**config.mk**
```make
export PLATFORM = sky130hd
export DESIGN_NAME = htcb_bank
export DESIGN_NICKNAME = d
export VERILOG_FILES = /design/src/verilog/htcb_pkg.sv /design/src/verilog/htcb_divider.sv /design/src/verilog/htcb_bank.sv
export SDC_FILE = /design/constraint.sdc
export NUM_CORES = 1
export LEC_CHECK = 0
export BUFFER_PORTS_ARGS = -buffer_cell sky130_fd_sc_hd__clkbuf_2
export CORE_AREA = 2 2 172 174
export CTS_CLUSTER_SIZE = 28
export DETAILED_ROUTE_END_ITERATION = 16
export DIE_AREA = 0 0 174 176
export PLACE_DENSITY_LB_ADDON = 0.3
export REMOVE_ABC_BUFFERS = 1
export SLEW_MARGIN = 20
export SYNTH_ARGS = -nofsm -noshare
export SYNTH_HDL_FRONTEND = slang
export SYNTH_SLANG_ARGS = --single-unit
```
**constraint.sdc**
```tcl
create_clock -name i_clk -period 2.3 [get_ports i_clk]
set_input_delay 0.115 -clock i_clk [delete_from_list [all_inputs] [get_ports i_clk]]
set_output_delay 0.115 -clock i_clk [all_outputs]
set_load 0.01 [all_outputs]
```
**src/verilog/htcb_pkg.sv**
```systemverilog
// Package of offsets, field layouts, reset values and timing counts for the timer and counter bank
package htcb_pkg;
  // Register offsets (byte addresses on the host bus)
  localparam logic [7:0] OFF_TIMER_CFG = 8'h8C;
  localparam logic [7:0] OFF_TIMER_CNT = 8'h90;
  localparam logic [7:0] OFF_BYTE_ORDER = 8'h98;
  localparam logic [7:0] OFF_CYCLE_TICK = 8'h9C;
  localparam logic [7:0] OFF_DROP_CNT = 8'hA0;
  // Field positions
  localparam int TIMER_EN_BIT = 29;
  localparam int PRELOAD_MSB = 15;
  // Reset values and compare constants
  localparam logic [15:0] PRELOAD_RST = 16'hFFFF;
  localparam logic [15:0] TIMER_CNT_RST = 16'hFFFF;
  localparam logic [31:0] BYTE_ORDER_RST = 32'h0000_0000;
  localparam logic [31:0] BIG_ENDIAN_KEY = 32'hFFFF_FFFF;
  localparam logic [31:0] DROP_CNT_RST = 32'h0000_0000;
  localparam logic [31:0] DROP_MIDPOINT = 32'h8000_0000;
  // Timing
  localparam int CLK_PERIOD_NS = 10;
  localparam int TICK_PERIOD_NS = 40;
  localparam int TICK_DIV = TICK_PERIOD_NS / CLK_PERIOD_NS;
  localparam int CLEAR_MAX_NS = 160;
  localparam int CLEAR_MAX_CYC = CLEAR_MAX_NS / CLK_PERIOD_NS;
  localparam int TIMER_TICK_US = 100;
  localparam int TIMER_TICK_DIV = TIMER_TICK_US * 1000 / CLK_PERIOD_NS;

  // One host access: byte address, strobes, data and half select
  typedef struct packed {
    logic [7:0] addr;
    logic rd;
    logic wr;
    logic hi_half;
    logic [15:0] wdata;
  } htcb_acc_t;

  // Timer state: halted or running, decoded from the run flag alone
  typedef enum logic [1:0] {
    HTCB_HALTED = 2'b00,
    HTCB_RUNNING = 2'b01
  } htcb_tmr_st_t;
endpackage

```
**src/verilog/htcb_divider.sv**
```systemverilog
// Cycle divider producing one-cycle enable pulses
`timescale 1ns/1ps
module htcb_divider #(
  parameter int DIV = 4
) (
  // Clock and reset
  input wire logic i_clk,
  input wire logic i_rst,
  // Pulse out
  output logic o_tick
);
  localparam int W = (DIV > 1) ? $clog2(DIV) : 1;
  localparam logic [W-1:0] LAST = W'(DIV - 1);
  logic [W-1:0] cnt_q;
  wire at_end = (cnt_q == LAST);

  always_ff @(posedge i_clk)
  begin
    if (i_rst)
    begin
      cnt_q <= '0;
      o_tick <= 1'b0;
    end
    else
    begin
      cnt_q <= at_end ? '0 : cnt_q + W'(1);
      o_tick <= at_end;
    end
  end
endmodule

```
**src/verilog/htcb_bank.sv**
```systemverilog
// Host timer and counter register bank on a 16-bit host bus
// Behaviour
// [RL1] Run bit set runs timer, clear halts
// [RL2] Run falling edge forces preload to FFFF
// [RL3] Preload field is timer start count
// [RL4] Count register reads live timer, resets FFFF
// [RL5] Timer raises periodic interrupt per preload
// [RL6] All-ones byte-order word selects big-endian
// [RL7] Byte order only matters in 16-bit mode
// [RL8] Free counter from zero, +1 each 25MHz
// [RL9] Free counter wraps to zero at max
// [RL10] Full count latched on first half read
// [RL11] Free counter clears within 160ns after reset
// [RL12] Free counter runs in every power state
// [RL13] Drop counter increments per dropped frame
// [RL14] Drop counter read returns value, then clears
// [RL15] Drop counter crossing 80000000h raises event
// [RL16] Timer decrements per tick, reloads on wrap
// [RL17] Reserved bits read zero, writes ignored
`timescale 1ns/1ps
module htcb_bank #(
  parameter int TIMER_TICK_DIV = htcb_pkg::TIMER_TICK_DIV
) (
  // Clock and reset
  input wire logic i_clk,
  input wire logic i_rst,
  // Host bus, 16-bit half-word access to 32-bit registers
  input wire logic [7:0] i_addr,
  input wire logic i_hi_half,
  input wire logic i_rd,
  input wire logic i_wr,
  input wire logic [15:0] i_wdata,
  output logic [15:0] o_rdata,
  // Configuration and events
  input wire logic i_bus16,
  input wire logic i_frame_drop,
  output logic o_big_endian,
  output logic o_timer_irq,
  output logic o_drop_half_irq
);
  htcb_pkg::htcb_acc_t acc;
  assign acc = '{addr: i_addr, rd: i_rd, wr: i_wr, hi_half: i_hi_half, wdata: i_wdata};

  // One compare shape serves every register offset
  function automatic logic reg_hit(input logic [7:0] a, input logic [7:0] off);
  begin
    reg_hit = (a == off);
  end
  endfunction

  // Half-word pick from a 32-bit register image
  function automatic logic [15:0] half_pick(input logic [31:0] word, input logic hi);
  begin
    half_pick = hi ? word[31:16] : word[15:0];
  end
  endfunction

  // Address decode
  wire sel_cfg = reg_hit(acc.addr, htcb_pkg::OFF_TIMER_CFG);
  wire sel_cnt = reg_hit(acc.addr, htcb_pkg::OFF_TIMER_CNT);
  wire sel_bo = reg_hit(acc.addr, htcb_pkg::OFF_BYTE_ORDER);
  wire sel_free = reg_hit(acc.addr, htcb_pkg::OFF_CYCLE_TICK);
  wire sel_drop = reg_hit(acc.addr, htcb_pkg::OFF_DROP_CNT);

  // Access strobes that have side effects
  wire cfg_wr_lo = acc.wr && sel_cfg && !acc.hi_half;
  wire cfg_wr_hi = acc.wr && sel_cfg && acc.hi_half;
  wire bo_wr_lo = acc.wr && sel_bo && !acc.hi_half;
  wire bo_wr_hi = acc.wr && sel_bo && acc.hi_half;
  wire free_rd_lo = acc.rd && sel_free && !acc.hi_half;
  wire drop_rd_lo = acc.rd && sel_drop && !acc.hi_half;

  // Slow enables
  logic tick25;
  logic ttick;
  htcb_divider #(.DIV(htcb_pkg::TICK_DIV)) u_div25 (
    .i_clk(i_clk),
    .i_rst(i_rst),
    .o_tick(tick25)
  );
  htcb_divider #(.DIV(TIMER_TICK_DIV)) u_divt (
    .i_clk(i_clk),
    .i_rst(i_rst),
    .o_tick(ttick)
  );

  // Timer configuration
  logic run_q;
  logic [15:0] preload_q;
  logic [15:0] timer_q;
  logic [15:0] timer_d;
  htcb_pkg::htcb_tmr_st_t st;
  assign st = run_q ? htcb_pkg::HTCB_RUNNING : htcb_pkg::HTCB_HALTED;
  wire run_d = cfg_wr_hi ? acc.wdata[htcb_pkg::TIMER_EN_BIT - 16] : run_q; // [RL1]
  wire run_fall = run_q && !run_d;
  wire timer_wrap = (st == htcb_pkg::HTCB_RUNNING) && ttick && (timer_q == 16'h0000);
  // Halt only comes from a high-half write, so it never meets a preload write
  wire [15:0] preload_d = run_fall ? htcb_pkg::PRELOAD_RST : // [RL2]
                          cfg_wr_lo ? acc.wdata[htcb_pkg::PRELOAD_MSB:0] : preload_q; // [RL3]

  always_ff @(posedge i_clk)
  begin
    if (i_rst)
      run_q <= 1'b0;
    else
      run_q <= run_d; // [RL1]
  end

  always_ff @(posedge i_clk)
  begin
    if (i_rst)
      preload_q <= htcb_pkg::PRELOAD_RST;
    else
      preload_q <= preload_d; // [RL2] [RL3]
  end

  // Timer loads preload on start, counts down, reloads on wrap
  always_comb
  begin
    timer_d = timer_q;
    unique case (st)
      htcb_pkg::HTCB_HALTED:
      begin
        if (run_d)
          timer_d = preload_q; // [RL1] [RL3]
      end
      htcb_pkg::HTCB_RUNNING:
      begin
        if (timer_wrap)
          timer_d = preload_q; // [RL16]
        else if (ttick)
          timer_d = timer_q - 16'h0001; // [RL16]
      end
    endcase
  end

  always_ff @(posedge i_clk)
  begin
    if (i_rst)
      timer_q <= htcb_pkg::TIMER_CNT_RST; // [RL4]
    else
      timer_q <= timer_d;
  end

  // Timer interrupt pulses once per wrap, giving a period set by the preload
  always_ff @(posedge i_clk)
  begin
    if (i_rst)
      o_timer_irq <= 1'b0;
    else
      o_timer_irq <= timer_wrap; // [RL5]
  end

  // Byte order word
  logic [31:0] bo_q;
  always_ff @(posedge i_clk)
  begin
    if (i_rst)
      bo_q <= htcb_pkg::BYTE_ORDER_RST;
    else if (bo_wr_hi)
      bo_q[31:16] <= acc.wdata;
    else if (bo_wr_lo)
      bo_q[15:0] <= acc.wdata;
  end

  always_ff @(posedge i_clk)
  begin
    if (i_rst)
      o_big_endian <= 1'b0;
    else
      o_big_endian <= i_bus16 && (bo_q == htcb_pkg::BIG_ENDIAN_KEY); // [RL6] [RL7]
  end

  // Free-running counter: no power-state gating, runs on reset release
  logic [31:0] free_q;
  logic [31:0] free_latch_q;
  always_ff @(posedge i_clk)
  begin
    if (i_rst)
      free_q <= 32'h0000_0000; // [RL8] [RL11]
    else if (tick25)
      free_q <= free_q + 32'h0000_0001; // [RL8] [RL9] [RL12]
  end

  // Low half read latches the whole count; high half returns the latched part
  always_ff @(posedge i_clk)
  begin
    if (i_rst)
      free_latch_q <= 32'h0000_0000;
    else if (free_rd_lo)
      free_latch_q <= free_q; // [RL10]
  end

  // Dropped-frame tally; a drop in the clearing read's cycle counts as one
  logic [31:0] drop_q;
  logic [31:0] drop_latch_q;
  wire [31:0] drop_inc = drop_q + 32'h0000_0001;
  wire [31:0] drop_d = drop_rd_lo ? (i_frame_drop ? 32'h0000_0001 : htcb_pkg::DROP_CNT_RST) : // [RL14]
                       i_frame_drop ? drop_inc : drop_q; // [RL13]
  always_ff @(posedge i_clk)
  begin
    if (i_rst)
      drop_q <= htcb_pkg::DROP_CNT_RST;
    else
      drop_q <= drop_d; // [RL13] [RL14]
  end

  // The clearing read keeps the old count so the high half can follow it
  always_ff @(posedge i_clk)
  begin
    if (i_rst)
      drop_latch_q <= htcb_pkg::DROP_CNT_RST;
    else if (drop_rd_lo)
      drop_latch_q <= drop_q;
  end

  always_ff @(posedge i_clk)
  begin
    if (i_rst)
      o_drop_half_irq <= 1'b0;
    else
      o_drop_half_irq <= i_frame_drop && !drop_rd_lo && (drop_inc == htcb_pkg::DROP_MIDPOINT); // [RL15]
  end

  // Read mux; unused and reserved bits return zero
  wire [31:0] cfg_word = {2'b00, run_q, 13'h0000, preload_q}; // [RL17]
  wire [31:0] cnt_word = {16'h0000, timer_q}; // [RL4] [RL17]
  // High halves of both counters come from the copy that the low read took
  wire [31:0] free_word = {free_latch_q[31:16], free_q[15:0]}; // [RL10]
  wire [31:0] drop_word = {drop_latch_q[31:16], drop_q[15:0]};
  wire [15:0] rd_half = sel_cfg ? half_pick(cfg_word, acc.hi_half) :
                        sel_cnt ? half_pick(cnt_word, acc.hi_half) :
                        sel_bo ? half_pick(bo_q, acc.hi_half) :
                        sel_free ? half_pick(free_word, acc.hi_half) :
                        sel_drop ? half_pick(drop_word, acc.hi_half) : 16'h0000; // [RL17]

  always_ff @(posedge i_clk)
  begin
    if (i_rst)
      o_rdata <= 16'h0000;
    else if (acc.rd)
      o_rdata <= rd_half;
  end
endmodule

```
After elaboration in Yosys (flattened, before gate mapping)
Index checks and enable logic that the tools add are counted.
{"block": "totals", "regBits": 230, "latch_bits": 0, "ramBits": 0, "romBits": 0, "input_bits": 31, "out_inout_bits": 19, "wordCells": 81, "n_memories": 0}
{"block": "classes", "n_addsub": 5, "mul": 0, "div": 0, "n_lt_le_gt_ge": 0, "eq_ne": 12, "n_shift": 0, "muxes": 19, "bitwise_logic": 1, "n_reduce_logical": 27}
{"operator": "16-bit two-way mux", "n": 13}
{"operator": "32-bit by 1-bit adder with 32-bit output, second input constant", "n": 2}
{"operator": "32-bit equality test, second input constant", "n": 2}
{"operator": "32-bit two-way mux", "n": 2}
{"operator": "8-bit equality test, second input constant", "n": 5}
{"operator": "16-bit one-hot mux with 2 select lines", "n": 1}
{"operator": "1-bit logical AND", "n": 16}
{"operator": "16-bit logical NOT", "n": 1}
{"operator": "16-bit by 1-bit subtractor with 16-bit output, second input constant", "n": 1}
{"operator": "14-bit by 1-bit adder with 14-bit output, second input constant", "n": 1}
{"operator": "14-bit equality test, second input constant", "n": 1}
{"operator": "2-bit OR reduction", "n": 3}
{"operator": "2-bit AND reduction", "n": 2}
{"operator": "1-bit logical NOT", "n": 3}
{"operator": "1-bit two-way mux", "n": 3}
{"operator": "3-bit by 2-bit inequality test with 1-bit output, second input constant", "n": 1}
{"operator": "2-bit by 1-bit adder with 2-bit output, second input constant", "n": 1}
{"operator": "2-bit equality test, second input constant", "n": 1}
{"operator": "2-bit logical NOT", "n": 1}
{"operator": "2-bit inequality test, second input constant", "n": 1}
{"operator": "2-bit nonzero test", "n": 1}
{"operator": "1-bit equality test, second input constant", "n": 1}
{"operator": "1-bit NOT", "n": 1}

Longest topological paths before layout
{"block": "depth", "ltp_word": 7, "depth_mapped": 9}

Modules after synthesis
A second synthesis with hierarchy kept.
{"block": "unflattened", "cells_unflattened": 1149, "area_unflattened_um2": 9604.2}
{"mod": "htcb_bank", "instances": 1, "cells_each": 1072, "area_each_um2": 8871.0}
{"mod": "htcb_divider at u_divt", "instances": 1, "cells_each": 70, "area_each_um2": 629.4}
{"mod": "htcb_divider at u_div25", "instances": 1, "cells_each": 7, "area_each_um2": 103.8}

Worst setup path before layout
Ideal clock, no wire load.
{"block": "synth_timing", "path_type": "reg-to-reg", "startpoint": "register timer_q[4]", "endpoint": "register timer_q[11]", "setup_time_ns": 0.129, "t_arrival_ns": 2.187, "required_ns": 2.171, "slack_ns": -0.016, "stages_incl_launch_ff": 8, "path_buffers": 1, "path_cell_list": "dfxtp_1 or4_4 or4_4 o21a_1 buf_6 mux2_4 o22ai_1 nand2_1"}
{"block": "synth_between", "elab_chain_len": 4, "word_cells_on_any_way": 8, "classes_between": "1 x add/sub; 1 x eq/ne; 3 x mux; 3 x reduce/logical"}
{"element": "start, declared", "line": "htcb_bank.sv:90", "text": "logic [15:0] timer_q;"}
{"element": "start signal, assigned", "line": "htcb_bank.sv:140", "text": "timer_q <= htcb_pkg::TIMER_CNT_RST;"}
{"element": "start signal, assigned", "line": "htcb_bank.sv:142", "text": "timer_q <= timer_d;"}
{"element": "16-bit by 1-bit subtractor with 16-bit output or 16-bit logical NOT (tied branches)", "line": "htcb_bank.sv:132, htcb_bank.sv:96"}
{"element": "16-bit two-way mux or 1-bit logical AND (tied branches)", "line": "htcb_bank.sv:131, htcb_bank.sv:96"}
{"element": "16-bit two-way mux or 3-bit by 2-bit inequality test with 1-bit output (tied branches)"}
{"element": "16-bit one-hot mux with 2 select lines or 2-bit AND reduction (tied branches)"}
Several ways; a longest one is shown, not always the timed one. The select of a mux whose other input is x is not followed.
A chain may end at the register's enable or synchronous reset.

Worst setup path after layout
{"block": "layout_timing", "startpoint": "register timer_q[4]", "endpoint": "register timer_q[15]"}
Same word-level chain as after synthesis.

==> results.md <==
| Step | Item | This run |
|:---|:---|:---|
| outcome | Status | finished, final reports clean |
| logic synthesis | Cell type with the largest total area after synthesis | sky130_fd_sc_hd__dfxtp_1 |
| setup path | Worst-path maximum fanout | 8 |
| die | I/O pin cnt | 50 |
| power and ir drop | Part of the power in the clock network | 44.1% |
| route | Violation count after the first detailed-route iteration | 587 |
| die | Starting density of the core | 33.74% |
| logic synthesis | Top cell type's share of synthesized area | 41.16% |
| placement | Final HPWL DP | 18.87 mm |
| sta | Fin Setup TNS | 0 ns |
| power and ir drop | Power density of the placed cells | 590.7 nW/µm² |
| finish | Count of nets after finishing | 1242 |
| sta | Worst slew margin relative to its limit | 48.72% |
| route | Total detailed-routing wirelength | 26.45 mm |
| logic synthesis | Proportion of register bits with asynchronous set or reset after synthesis | 0% |
| finish | Total inserted antenna cells | 0 |
| clocking | Root Buffer Master | sky130_fd_sc_hd__clkbuf_16 |
| power and ir drop | Portion of total power attributed to combinational logic | 4.7% |
| placement | Placement-stage cell area | 10670 µm² |
| hold path | Worst hold path type | in -> reg |
| grt | Total Routing Usage GR | 17.64% |
| logic synthesis | Synthesized instance count | 1117 |
| logic synthesis | Cell types occupying the most area after synthesis | sky130_fd_sc_hd__dfxtp_1 41%, sky130_fd_sc_hd__mux2i_1 8.6%, sky130_fd_sc_hd__nor2_1 7.5%, sky130_fd_sc_hd__nand2_1 4.0%, sky130_fd_sc_hd__xor2_1 3.5% |
| setup path | Type of the worst setup path | reg -> reg |
| sta | Pin slew with the least headroom to its limit | 0.7692 ns |
| route | Count of vias placed by the detailed router | 8289 |
| setup path | Combined buffer and inverter count along the critical path | 1 |
| sta | Clock period minus worst slack | 2.287 ns |
| logic synthesis | Count of unique library cells instantiated by Yosys | 62 |
| grt | Largest net degree at the start of global routing | 71 |
| grt | Layer with the highest usage after global routing | met2 |
| power and ir drop | Static power due to leakage | 4.652 nW |
| logic synthesis | Synth Area per Inst | 8.622 µm² |
| grt | Grt ovf | 0 |
| logic synthesis | Portion of the post-synthesis area used by sequential elements | 41.16% |
| die | DIE HEIGHT | 176 µm |
| grt | Met2 Track Usage GR | 29.35% |
| sta | Number of hold-slack violations in the final timing report | 0 |
| setup path | Maximum cell stage delay along the critical path | 0.53 ns |
| clocking | CTS tree | yes |
| clocking | Number of clock sinks seen by CTS | 198 |
| grt | Global-route wire length before repair | 43.04 mm |
| clocking | Number of clock buffers inserted by TritonCTS | 17 |
| power and ir drop | Switching part of the total power | 24.42% |
| setup path | Cell type of the slowest stage on the worst timing path | sky130_fd_sc_hd__or4_4 |
| die | Die Span X | 174 µm |
| route | Number of optimization iterations in the first detailed-route pass | 5 |
| die | Die Area | 30620 µm² |
| route | Via-per-instance ratio | 5.181 |
| die | Core Region | 28550 µm² |
| setup path | Critical path, cell by cell | or4_4, or4_4, buf_4, o21ai_4, o21ai_0, a221o_1 |
| route | DRC violation count after routing | 0 |
| placement | Number of input and output port buffers inserted | 49 |
| setup path | Library cell appearing most often on the critical path | sky130_fd_sc_hd__or4_4 |
| placement | Placer congestion estimate | 0.8794 |
| die | Number of core rows | 62 |
| power and ir drop | P_int | 0.005129 W |
| grt | Antenna violations before repair | 1 |
| logic synthesis | Most common cell in the netlist | sky130_fd_sc_hd__dfxtp_1 |
| sta | Final period util | 99.45% |
| grt | Global-route met3 utilization | 2.584% |
| power and ir drop | Reg power frac | 51.2% |
| setup path | CP delay by family, top | simple AND/OR/NAND/NOR gates |
| setup path | Worst Setup Start Kind | register |
| finish | Final instance area | 11490 µm² |
| setup path | Kind of end point of the critical path | register |
| logic synthesis | Seq cells post-synth | 198 |
| finish | Number of fill cells in the layout | 2951 |
| sta | Endpoints failing setup | 0 |
| logic synthesis | Primary FF master, synth | sky130_fd_sc_hd__dfxtp_1 |
| sta | RSZ-0062 raised after global routing | true |
| logic synthesis | Cell area after synthesis | 9630 µm² |
| clocking | # H-tree levels | 4 |
| clocking | Clk slew on worst S/H paths | 0.08 ns |
| finish | Area Overhead vs Synth | 19.31% |
| clocking | Maximum count of clock buffers along a single path | 2 |
| logic synthesis | Syn. warnings | 0 |
| grt | Met1 track utilization from global routing | 23.36% |
| power and ir drop | Worst voltage drop across the vdd grid | 0.4923 mV |
| power and ir drop | Net switching component of the power | 0.001658 W |
| grt | Number of global-route vias before repair | 7993 |
| setup path | Required time of the critical path | 2.62 ns |
| route | Antenna-violating nets left | 0 |
| logic synthesis | Synth cell count leaders | 198 x sky130_fd_sc_hd__dfxtp_1, 192 x sky130_fd_sc_hd__nor2_1, 103 x sky130_fd_sc_hd__nand2_1, 83 x sky130_fd_sc_hd__mux2i_1, 48 x sky130_fd_sc_hd__clkbuf_1 |
| sta | Setup clock skew after layout | 0.01093 ns |
| sta | Number of max-slew violations in the final report | 0 |
| route | Avg WL per Cell | 16.53 µm |
| finish | Proportion of layout cells with a drive suffix above 1 | 16.45% |
| run | Max-Cap Viols | 0 |
| logic synthesis | EDFF count, synth | 0 |
| clocking | Worst skew pair latency | 0.44 ns |
| setup path | Data arrival at the endpoint of the critical path | 2.61 ns |
| sta | Achievable clock frequency | 437.2 MHz |
-- state kept, by name, indices dropped and copies added, names as in the netlist, 2 cells and up --
register,flops
u_div25.cnt_q,2
drop_q,32
o_rdata,16
timer_q,16
free_latch_q,16
preload_q,16
free_q,32
u_divt.cnt_q,14
drop_latch_q,16
bo_q,32
-- tightest hold or removal path, stage by stage --
cell	delay, ns
sky130_fd_sc_hd__clkbuf_2	0.09
sky130_fd_sc_hd__nand4_1	0.09
sky130_fd_sc_hd__nor4_1	0.05
sky130_fd_sc_hd__nand2_1	0.08
sky130_fd_sc_hd__nor3_1	0.05
-- per-stage QoR --
stage	util [%]	setup WS (ns)	total power, W	std cells	hold slack, ns
floorplan	-	-0.4102	0.003658	1042	0.1841
global placement	37.38	0.05964	0.003853	1552	0.3996
detailed placement	37.38	0.02631	0.003855	1552	0.4044
CTS	39.98	0.002190	0.006878	1598	0.08237
global route	40.25	-0.04322	0.007027	1600	0.09875
finish	40.25	0.01256	0.006787	1600	0.08012
-- layout make-up --
cell class | instances | area [µm²] | area share (%)
clock buffer | 18 | 439.2 | 3.822
clock inverter | 12 | 136.4 | 1.187
inverter | 18 | 67.56 | 0.5880
multi-input combinational | 826 | 5329 | 46.38
sequential | 198 | 3965 | 34.51
tap | 384 | 480.5 | 4.182
timing repair buffer | 144 | 1072 | 9.332
-- worst paths after layout --
check	startpoint	end	slack, ns	depth (start not counted)
max	timer_q[4]	timer_q[15]	0.01	6
min	i_bus16	o_big_endian	0.08	5
max reg2reg	timer_q[4]	timer_q[15]	0.01	6
min reg2reg	u_div25.cnt_q[0]	u_div25.cnt_q[0]	0.43	1
-- cell families (layout without fill, tap and decap cells) --
kind of cell / count (synthesis) / in the layout / synth area share (%)
and+or+nand+nor: 496 / 496 / 24.67
DFF: 198 / 198 / 41.16
AOI/OAI and AO/OA: 148 / 148 / 10.26
muxes: 105 / 105 / 12.68
buffers and inverters: 93 / 192 / 3.988
xor gates and xnor gates: 71 / 71 / 6.457
adders and majority gates: 6 / 6 / 0.7795
-- routing by layer --
layer  part of all wire, %  up-vias
met5                 0.061        -
met4                   2.5        2
li1                      -     4107
met2                    47      162
met3                   3.3       38
met1                    47     3980
-- power by group through the flow --
stage / Sequential (W) / Combinational, W / Clock (W)
finish: 0.00347 / 0.000320 / 0.00299
detailed placement: 0.00356 / 0.000300 / 0
global route: 0.00348 / 0.000347 / 0.00320
floorplan: 0.00356 / 0.000102 / 0
CTS: 0.00347 / 0.000322 / 0.00308
global placement: 0.00355 / 0.000298 / 0
-- cell usage in the layout (no fill, tap or decap), drive strengths merged, types with 7 or more instances in the layout --
master       count
nor2b            8
xor2            38
mux2i           83
nand3           44
or3             13
o22ai           11
dfxtp          198
mux2            11
and2             9
nand2          103
and3            15
dlygate4sd3     16
and4             7
a21oi           38
buf             79
nor3            25
o21a            10
nand4           40
o21ai           34
xnor2           33
nor4            12
inv             23
a221o           14
clkbuf          67
nor2           192
mux4            11
-- repair_timing --
item,CTS,global route
endpoints found under the setup margin,1,12
setup buffers,0,1
endpoints found under the hold margin,39,0
gates cloned,0,1
hold buffers,16,0
gates resized for setup,2,11
pin swaps,0,3
Power figures use the tool's default switching activity.
